==> src/modulation_pkg.sv <==
/*
 * Shared constants and carrier types for the modulation setting register bank.
 * Assumes a single 50 MHz clock domain and a plain strobe-based register port.
 */
package modulation_pkg;

   // Register space select: space 0 is the primary space, space 1 the secondary.
   localparam logic       SPACE_PRIMARY   = 1'b0;
   localparam logic       SPACE_SECONDARY = 1'b1;

   // Offsets within each space.
   localparam logic [7:0] AUX_MOD_OFFSET   = 8'h28;
   localparam logic [7:0] TX_DRIVER_OFFSET = 8'h28;
   localparam logic [7:0] PT_MOD_OFFSET    = 8'h29;

   // Auxiliary modulation register field positions.
   localparam int REG_AM_OFF_BIT   = 7;
   localparam int EXT_POL_BIT      = 6;
   localparam int EXT_EN_BIT       = 5;
   localparam int DRV_LM_BIT       = 4;
   localparam int RESISTIVE_AMPLITUDE_ENABLE_BIT       = 3;
   localparam int SHAPED_AM_BIT    = 2;
   localparam logic [7:0] AUX_WRITABLE_MASK = 8'hFC;

   // Passive target modulation register field positions.
   localparam int PTM_RES_LSB = 4;
   localparam int UNMOD_RES_LSB = 0;

   // Transmit driver register field position of the amplitude index.
   localparam int AM_INDEX_LSB = 4;

   // Reset values.
   localparam logic [7:0] AUX_MOD_RESET   = 8'h10;
   localparam logic [7:0] PT_MOD_RESET    = 8'h70;
   localparam logic [7:0] TX_DRIVER_RESET = 8'h70;

   // Resistance code that puts the driver in high impedance.
   localparam logic [3:0] RES_HIGH_Z_CODE = 4'hF;

   // Read data when the address hits nothing.
   localparam logic [7:0] UNMAPPED_READ = 8'h00;

   // Register access request from software.
   typedef struct packed {
      logic       space;
      logic [7:0] addr;
      logic [7:0] wdata;
      logic       wr;
      logic       rd;
   } reg_req_t;

   // Decoded modulation controls toward the analog driver.
   typedef struct packed {
      logic       regulator_am_on;
      logic [3:0] amplitude_index_field;
      logic       resistive_amplitude_enable;
      logic [6:0] resistive_modulated_level;
      logic       shaped_regulator_modulation_enable;
      logic       driver_loadmod_enable;
      logic [3:0] rf_output_driver_res;
      logic       rf_output_driver_high_z;
   } mod_ctrl_t;

endpackage

==> src/modulation_setting_registers.sv <==
/*
 * Modulation setting register bank: auxiliary modulation and passive target
 * modulation registers, plus a copy of the transmit driver register that
 * supplies the amplitude index. Outputs feed the analog driver and the
 * external load-modulation pin.
 * Assumes synchronous inputs, one clock, synchronous active-high reset and a
 * master that never issues read and write strobes together.
 */
// Implementation choice: the plain strobed port.
// Overview of operation
// [RL1] Bit 7 low enables regulator amplitude modulation; high disables it.
// [RL2] Regulator modulation uses the four-bit index from the transmit driver register.
// [RL3] Bit 6 low drives the external pin active high, high drives it active low.
// [RL4] External pin carries load modulation only while bit 5 is set.
// [RL5] Bit 4, reset one, enables driver load modulation using target resistances.
// [RL6] Bit 3 enables resistive modulation using the seven-bit modulated level.
// [RL7] Bit 2 enables shaped regulator modulation for active wave shaping.
// [RL8] Software should clear bit 2 in card, wake-up and transmitter-off measurements.
// [RL9] Modulated passive state uses resistance field bits 7 to 4, reset seven.
// [RL10] Unmodulated passive state uses resistance field bits 3 to 0, reset zero.
// [RL11] Software writes both resistance fields before selecting passive target mode.
// [RL12] Codes 0 to 14 rise in resistance; code 15 means high impedance.
// [RL13] Auxiliary register bits 1 and 0 read zero and ignore writes.
// [RL14] Space select decides whether offset 0x28 hits auxiliary or transmit driver.
module modulation_setting_registers (
   input  wire logic                     clk,
   input  wire logic                     rst,
   input  wire logic                     ce,
   input  wire logic                     reg_space,
   input  wire logic [7:0]               reg_addr,
   input  wire logic [7:0]               reg_wdata,
   input  wire logic                     reg_wr,
   input  wire logic                     reg_rd,
   input  wire logic [6:0]               resistive_modulated_level,
   input  wire logic                     loadmod_active,
   output logic [7:0]                    reg_rdata,
   output modulation_pkg::mod_ctrl_t     mod_ctrl,
   output logic                          external_loadmod_pin
);

   modulation_pkg::reg_req_t req;
   logic [7:0]               aux_reg;
   logic [7:0]               pt_reg;
   logic [7:0]               tx_reg;
   logic [7:0]               next_aux_reg;
   logic [7:0]               next_pt_reg;
   logic [7:0]               next_tx_reg;
   logic [7:0]               next_rdata;
   logic [3:0]               sel_res;
   logic                     sel_high_z;
   modulation_pkg::mod_ctrl_t next_mod_ctrl;
   logic                     next_ext_pin;

   typedef enum logic [2:0] {
      SEL_NONE = 3'b001,
      SEL_AUX  = 3'b010,
      SEL_PT   = 3'b100
   } hit_t;

   // Bundle the strobe port so decode sees one request.
   assign req = '{space: reg_space, addr: reg_addr, wdata: reg_wdata,
                  wr: reg_wr, rd: reg_rd};

   // Decoding is shared by the read and write paths, so it lives in a function.
   function automatic hit_t decode(input logic space, input logic [7:0] addr);
      hit_t h;
      h = SEL_NONE;
      if (space == modulation_pkg::SPACE_SECONDARY && addr == modulation_pkg::AUX_MOD_OFFSET) begin
         h = SEL_AUX; // see [RL14]
      end else if (space == modulation_pkg::SPACE_PRIMARY &&
                   addr == modulation_pkg::PT_MOD_OFFSET) begin
         h = SEL_PT;
      end
      return h;
   endfunction

   // The transmit driver copy sits in the primary space at the same offset.
   function automatic logic tx_hit(input logic space, input logic [7:0] addr);
      return space == modulation_pkg::SPACE_PRIMARY &&
             addr == modulation_pkg::TX_DRIVER_OFFSET; // see [RL14]
   endfunction

   // Register write path; reserved low bits of the auxiliary register never store.
   always_comb begin
      next_aux_reg = aux_reg;
      next_pt_reg  = pt_reg;
      next_tx_reg  = tx_reg;
      if (req.wr) begin
         case (decode(req.space, req.addr))
            SEL_AUX: begin
               next_aux_reg = req.wdata & modulation_pkg::AUX_WRITABLE_MASK; // see [RL13]
            end
            SEL_PT: begin
               next_pt_reg = req.wdata;
            end
            SEL_NONE: begin
               if (tx_hit(req.space, req.addr)) begin
                  next_tx_reg = req.wdata;
               end
            end
            default: begin
               next_aux_reg = aux_reg;
            end
         endcase
      end
   end

   // Read path; data appears in the cycle after the read strobe only.
   always_comb begin
      next_rdata = modulation_pkg::UNMAPPED_READ;
      if (req.rd) begin
         case (decode(req.space, req.addr))
            SEL_AUX: begin
               next_rdata = aux_reg & modulation_pkg::AUX_WRITABLE_MASK; // see [RL13]
            end
            SEL_PT: begin
               next_rdata = pt_reg;
            end
            SEL_NONE: begin
               if (tx_hit(req.space, req.addr)) begin
                  next_rdata = tx_reg;
               end
            end
            default: begin
               next_rdata = modulation_pkg::UNMAPPED_READ;
            end
         endcase
      end
   end

   resistance_select u_res_sel (
      .driver_loadmod_enable (aux_reg[modulation_pkg::DRV_LM_BIT]),
      .loadmod_active        (loadmod_active),
      .pt_reg                (pt_reg),
      .res_code              (sel_res),
      .high_z                (sel_high_z)
   );

   // Decode control bits into driver controls; registered so outputs are glitch free.
   always_comb begin
      next_mod_ctrl.regulator_am_on = ~aux_reg[modulation_pkg::REG_AM_OFF_BIT]; // see [RL1]
      next_mod_ctrl.amplitude_index_field =
         next_mod_ctrl.regulator_am_on ? tx_reg[modulation_pkg::AM_INDEX_LSB +: 4] : 4'h0; // see [RL2]
      next_mod_ctrl.resistive_amplitude_enable = aux_reg[modulation_pkg::RESISTIVE_AMPLITUDE_ENABLE_BIT]; // see [RL6]
      next_mod_ctrl.resistive_modulated_level =
         aux_reg[modulation_pkg::RESISTIVE_AMPLITUDE_ENABLE_BIT] ? resistive_modulated_level : 7'h00; // see [RL6]
      next_mod_ctrl.shaped_regulator_modulation_enable =
         aux_reg[modulation_pkg::SHAPED_AM_BIT]; // see [RL7]
      next_mod_ctrl.driver_loadmod_enable = aux_reg[modulation_pkg::DRV_LM_BIT]; // see [RL5]
      next_mod_ctrl.rf_output_driver_res = sel_res; // see [RL5]
      next_mod_ctrl.rf_output_driver_high_z = sel_high_z; // see [RL12]
      // Idle pin level follows polarity so the inactive state is never mistaken.
      next_ext_pin = (aux_reg[modulation_pkg::EXT_EN_BIT] & loadmod_active) // see [RL4]
                     ^ aux_reg[modulation_pkg::EXT_POL_BIT]; // see [RL3]
   end

   // All state registers here; clock enable freezes everything except reset, which acts whatever ce is.
   always_ff @(posedge clk) begin
      if (rst) begin
         aux_reg              <= modulation_pkg::AUX_MOD_RESET;
         pt_reg               <= modulation_pkg::PT_MOD_RESET; // see [RL9]
         tx_reg               <= modulation_pkg::TX_DRIVER_RESET;
         reg_rdata            <= modulation_pkg::UNMAPPED_READ;
         mod_ctrl             <= '0;
         external_loadmod_pin <= 1'b0;
      end else if (ce) begin
         aux_reg              <= next_aux_reg;
         pt_reg               <= next_pt_reg;
         tx_reg               <= next_tx_reg;
         reg_rdata            <= next_rdata;
         mod_ctrl             <= next_mod_ctrl;
         external_loadmod_pin <= next_ext_pin;
      end
   end
endmodule

==> src/resistance_select.sv <==
/*
 * Picks the rf_output_driver resistance code for passive load modulation.
 * Assumes codes follow the shared 16-step encoding where the top code is high Z.
 */
module resistance_select (
   input  wire logic       driver_loadmod_enable,
   input  wire logic       loadmod_active,
   input  wire logic [7:0] pt_reg,
   output logic [3:0]      res_code,
   output logic            high_z
);

   // Modulated state uses the upper field, unmodulated the lower one.
   always_comb begin
      if (driver_loadmod_enable && loadmod_active) begin
         res_code = pt_reg[modulation_pkg::PTM_RES_LSB +: 4]; // see [RL9]
      end else begin
         res_code = pt_reg[modulation_pkg::UNMOD_RES_LSB +: 4]; // see [RL10]
      end
      high_z = (res_code == modulation_pkg::RES_HIGH_Z_CODE); // see [RL12]
   end

endmodule

==> config.mk <==
export PLATFORM = sky130hd
export DESIGN_NAME = modulation_setting_registers
export DESIGN_NICKNAME = d
export VERILOG_FILES = /design/src/modulation_pkg.sv /design/src/modulation_setting_registers.sv /design/src/resistance_select.sv
export SDC_FILE = /design/constraint.sdc
export NUM_CORES = 1
export LEC_CHECK = 0
export ABC_AREA = 1
export BUFFER_PORTS_ARGS = -buffer_cell sky130_fd_sc_hd__buf_2
export CORE_MARGIN = 2
export CORE_UTILIZATION = 52
export DETAILED_ROUTE_END_ITERATION = 10
export GPL_TIMING_DRIVEN = 0
export PLACE_DENSITY = 0.86
export SLEW_MARGIN = 20
export SYNTH_ARGS = -nofsm -noshare
export SYNTH_HDL_FRONTEND = slang
export SYNTH_SLANG_ARGS = --single-unit
==> constraint.sdc <==
create_clock -name clk -period 1.65 [get_ports clk]
set_input_delay 0.495 -clock clk [delete_from_list [all_inputs] [get_ports clk]]
set_output_delay 0.495 -clock clk [all_outputs]
set_load 0.05 [all_outputs]
* Word-level counts from Yosys, hierarchy flattened
Cells that the tools add are included.
Widths: inputs -> output; s select.
** Storage, ports and cells
- Input port bits :: 30
- Flip-flop bits (word level) :: 51
** Operators by class
- Reductions and logical operators :: 7
- Bitwise logic cells :: 4
- Equality and inequality tests :: 9
- Multiplexer cells :: 10
** Operators by type and width (number)
- $pmux 8 s3 :: 1
- $eq 8x6->1 const B :: 2
- $mux 8 :: 2
- $mux 3 :: 4
- $mux 4 :: 2
- $mux 7 :: 1
- $eq 3x1->1 const B :: 2
- $eq 3x2->1 const B :: 2
- $eq 3x3->1 const B :: 2
- $reduce_and 3->1 :: 2
- $eq 4x4->1 const B :: 1
- $logic_and 1x1->1 :: 4
- $reduce_and 4->1 :: 1
- $not 1->1 :: 2
- $and 1x1->1 :: 1
- $xor 1x1->1 :: 1

* Depth between registers and ports, before layout
- Depth in word-level cells :: 8
- Gate-level depth with buffers :: 10

* Hierarchy
Synthesis repeated with hierarchy kept, for this count alone.
** Unflattened totals
- Cells, all modules :: 287
- Area total of the unflattened synthesis :: 2242.2 um^2
** By module, submodules not included
- modulation_setting_registers :: cells an instance 271, area an instance 2174.6 um^2, instances 1
- resistance_select :: cells an instance 16, area an instance 67.6 um^2, instances 1

* Least setup slack after synthesis
Ideal clock, no wire load.
- Path kind :: input to register
- Start point :: input port reg_space
- End point :: register pt_reg[1]
- Data arrival time :: 1402 ps
- Stages :: 10
- Setup time :: 116 ps
- Path buffers :: 2
- Slack :: 131 ps
- Cells stage by stage :: buf_6 -> inv_8 -> nand3_4 -> nor2_8 -> nand2_4 -> nor2_4 -> inv_2 -> buf_6 -> o21ai_1 -> a21oi_1
** On the way
- Longest elaborated chain between the ends :: 7
- Elaborated cells between the ends (all ways) :: 8
- Those cells by class :: eq/ne: 1; mux: 3; bitwise: 1; reduce/logical: 3
** Ends and longest elaborated chain
- from (decl) :: RTL line modulation_setting_registers.sv:29 : input wire logic reg_space,
- $not 1->1 :: RTL line modulation_setting_registers.sv:70 : end else if (space == modulation_pkg::SPACE_PRIMARY &&
- $logic_and 1x1->1 :: RTL line modulation_setting_registers.sv:70
- $mux 3 :: RTL line modulation_setting_registers.sv:70
- $mux 3 (*) :: RTL line modulation_setting_registers.sv:68 : if (space == modulation_pkg::SPACE_SECONDARY && addr == modulation_pkg::AUX_MOD_OFFSET) begin
- $mux 3 (*) :: RTL line modulation_setting_registers.sv:88 : if (req.wr) begin
- $eq 3x3->1 (*) :: RTL line modulation_setting_registers.sv:89 : case (decode(req.space, req.addr))
- $reduce_and 3->1 (no source line) (*)
- to (signal assigned) :: RTL line modulation_setting_registers.sv:161 : pt_reg <= modulation_pkg::PT_MOD_RESET;
- to (signal assigned) :: RTL line modulation_setting_registers.sv:168 : pt_reg <= next_pt_reg;
- to (decl) :: RTL line modulation_setting_registers.sv:43 : logic [7:0] pt_reg;
Mark *: on every way between the ends. The rest lies on a longest branch, timed or not. The select of a mux whose other input is x is not followed.
A chain may end at the register's enable or synchronous reset.

* Final worst setup path
- Start point :: input port reg_addr[4]
- End point :: register aux_reg[3]
** On the way
- Longest elaborated chain between the ends :: 7
- Elaborated cells between the ends (all ways) :: 9
- Those cells by class :: eq/ne: 3; mux: 3; reduce/logical: 3
** Ends and longest elaborated chain
- from (decl) :: RTL line modulation_setting_registers.sv:30 : input wire logic [7:0] reg_addr,
- $eq 8x6->1 :: RTL line modulation_setting_registers.sv:71 : addr == modulation_pkg::PT_MOD_OFFSET) begin
- $logic_and 1x1->1 :: RTL line modulation_setting_registers.sv:70
- $mux 3 :: RTL line modulation_setting_registers.sv:70
- $mux 3 (*) :: RTL line modulation_setting_registers.sv:68
- $mux 3 (*) :: RTL line modulation_setting_registers.sv:88
- $eq 3x2->1 (*) :: RTL line modulation_setting_registers.sv:89
- $reduce_and 3->1 (no source line) (*)
- to (signal assigned) :: RTL line modulation_setting_registers.sv:160 : aux_reg <= modulation_pkg::AUX_MOD_RESET;
- to (signal assigned) :: RTL line modulation_setting_registers.sv:167 : aux_reg <= next_aux_reg;
- to (decl) :: RTL line modulation_setting_registers.sv:42 : logic [7:0] aux_reg;
Marked as above.

==> results.yml <==
placed_design:
  dp_hpwl_mm: 4.00
  io_buffers: 55
  dp.cells: 399
  place_ws_ns: -0.140
  gp_congestion: 0.887
hold_path:
  min_from: "rst"
  worstHoldPathType: "primary input to flip-flop"
  worst_hold_path.endpoint: "mod_ctrl[7]$_SDFFE_PP0P_"
  hold_path_depth: 2
cts:
  cts_root_buf: "clkbuf_8"
  cts_tree: "built"
  cts_buffers: 5
  cts_buffer_depth: 2
  post_cts.repair.setup_buffers: 0
  clk_latency_ns: 0.32
  cts_resized: 0
  htreeDepth: 2
  cts_sinks: 51
  clk_pin_slew_worst_paths_ns: 0.10
  holdBufCountCts: 0
synth:
  synth-edff-count: 0
  synth_area_per_cell_um2: 7.57
  syn_area_um2: 2220
  ys_seq_area_share_pct: 45.9
  synth_cell_types: 28
  synth.net_count: 324
  ys_warn_count: 0
  dominantRegCellSynth: "dfxtp_1"
  syn_inst: 294
  synth_seq_cells: 51
  async_flop_share_pct: 0
status:
  status: "completed"
timing:
  fin_skew_ns: 0.0122
  relSlewSlack_pct: 68.5
  fin_ws_ns: 0.207
  setup_viol: 0
  tightest_slew_ns: 0.472
  fin_crit_sh_pct: 87.5
  post-route-min-period_ns: 1.44
  report.final.slew_viol_count: 0
  hold_viol: 0
  setup_tns_ns: 0
  rsz0062_at_grt: "no"
  max_freq_mhz: 693
final_layout:
  drive_gt1_share_pct: 26.1
  largest_register: "mod_ctrl"
  area_delta_synth_final_pct: 19.1
  nNetsFinal: 386
  final_util_pct: 65.3
  num_antenna_cells: 0
  nFillCells: 373
  finalNonFillerCells: 407
  largest_reg_flops: 20
global_routing:
  grt_pass1_wl_mm: 8.59
  gr-total-overflow: 0
  grt_pass1_vias: 1819
  grt_max_degree: 17
  grt_usage_pct: 22.1
  antenna_found_initial: 0
worst_setup_path:
  crit_chain: "buf_2 -> inv_2 -> nand2_1 -> nor2_4 -> buf_6 -> nand2_4 -> nor3_4 -> inv_2 -> nor2_1 -> nor2_1"
  crit_type: "primary input to flip-flop"
  setup.worst_path.start: "reg_addr[4]"
  critical-path-max-stage-delay_ns: 0.30
  end_kind: "flip-flop"
  crit_path_top_delay_cell: "nor3_4"
  ff2ff_setup_slack_ns: 0.37
  critPathTopFamily: "simple AND/OR/NAND/NOR gates"
  timing.rr.end: "mod_ctrl[0]$_SDFFE_PP0P_"
  r2r_start: "aux_reg[4]$_SDFFE_PP1P_"
  crit_fanout: 10
  crit_buf_inv: 4
  worstRegToRegCells: 4
  cp.arrival_ns: 1.67
  start_kind: "primary input"
  worstPathRequired_ns: 1.87
detailed_routing:
  met2WireLength_mm: 2.42
  wirelength_mm: 5.21
  routed.top_layer: "met4"
  wl_met3_um: 414
  antenna_left: 0
  wl_met1_mm: 2.32
  drc_errors: 0
  wl_per_cell_um: 12.8
  route.vias.total: 2117
  first_iter_violations: 142
  viasPerCell: 5.20
  drt-pass1-iter-count: 4
die:
  dieHeight_um: 69.4
  dieWidth_um: 69.4
  ioPinCount: 59
  fp-row-count: 23
  initial_utilization_pct: 54.8
  die_area_um2: 4820
  fp.coreArea_um2: 4060
pwr:
  ir_worst_vdd_mv: 0.658
  p_leak_nw: 1.26
  powerDensity_nw_per_um2: 840
  total_power_w: 0.00223
job:
  cap_violations: 0
[area by class of cell]
type	count	area [um2]	area share [%]
flip-flops and latches	51	1020	38.5
multi-input cells	202	1000	37.9
repair buffers	55	275	10.4
inverters	25	103	3.87
plain buffers	16	97.6	3.68
clock buffers	5	68.8	2.60
well taps	50	62.6	2.36
clock inverters	3	18.8	0.708
[stage by stage]
stage / hold slack [ns] / area [um2]
final: 0.397 / 2650
after global routing: 0.407 / 2650
after CTS: 0.398 / 2650
after detailed placement: 0.453 / 2560
after global placement: 0.450 / 2560
after floorplan: 0.437 / 2220
[layout by cell type, fill, tap and decap left out, types with 2 or more instances in the layout]
cell type	synthesis	routed
or2_2	4	4
nand2_1	57	57
nor2_4	3	3
clkinv_2	1	3
o21ai_1	7	7
o21ai_0	15	15
dfxtp_1	51	51
nand2_4	2	2
a21oi_1	31	31
nand2_2	2	2
o211ai_1	3	3
nor2_1	35	35
buf_6	3	3
inv_2	4	4
buf_4	3	3
inv_1	18	18
clkbuf_1	7	7
clkbuf_8	0	5
buf_2	3	58
nand3_1	24	24
nand4_1	13	13
[kinds of logic (layout without fill, tap and decap cells)]
group | after synthesis | in the layout | share of synthesized area [%]
AO/OA/AOI/OAI | 56 | 56 | 12.9
XOR/XNOR | 1 | 1 | 0.394
buffers and inverters | 41 | 104 | 9.00
flip-flops | 51 | 51 | 45.9
AND/OR/NAND/NOR | 145 | 145 | 31.8
[routing by layer]
layer / up-vias / GRT usage [%]
met5: - / 0
met4: 0 / 8.50
met3: 7 / 3.63
met2: 76 / 35.7
met1: 945 / 29.8
li1: 1089 / -
[how the worst max path moves through the flow]
| stage | depth (start not counted) | slack, ns | end |
|---|---|---|---|
| after floorplan | 10 | 0.13 | pt_reg[1]$_SDFFE_PP0P_ |
| after global placement | 9 | -0.11 | aux_reg[3]$_SDFFE_PP0P_ |
| after detailed placement | 10 | -0.14 | aux_reg[3]$_SDFFE_PP0P_ |
| after CTS | 10 | 0.19 | aux_reg[3]$_SDFFE_PP0P_ |
| after global routing | 10 | 0.08 | aux_reg[7]$_SDFFE_PP0P_ |
| final | 10 | 0.21 | aux_reg[3]$_SDFFE_PP0P_ |
[synthesized netlist by cell type (4+ instances only)]
cell	instances	area share (%)
nand4_1	13	3.7
or2_2	4	1.1
inv_1	18	3.0
o21ai_1	7	1.6
dfxtp_1	51	46
nor2_1	35	5.9
a21oi_1	31	7.0
o21ai_0	15	3.4
nand3_1	24	5.4
nand2_1	57	9.6
clkbuf_1	7	1.2
inv_2	4	0.67
[where the power goes]
part           internal (W)  switching, W  total (W)
combinational     0.0000712      0.000171   0.000243
sequential          0.00125    0.00000766    0.00125
clock              0.000299      0.000431   0.000730
total               0.00162      0.000610    0.00223
No activity file was read; power rests on OpenSTA's default activity.
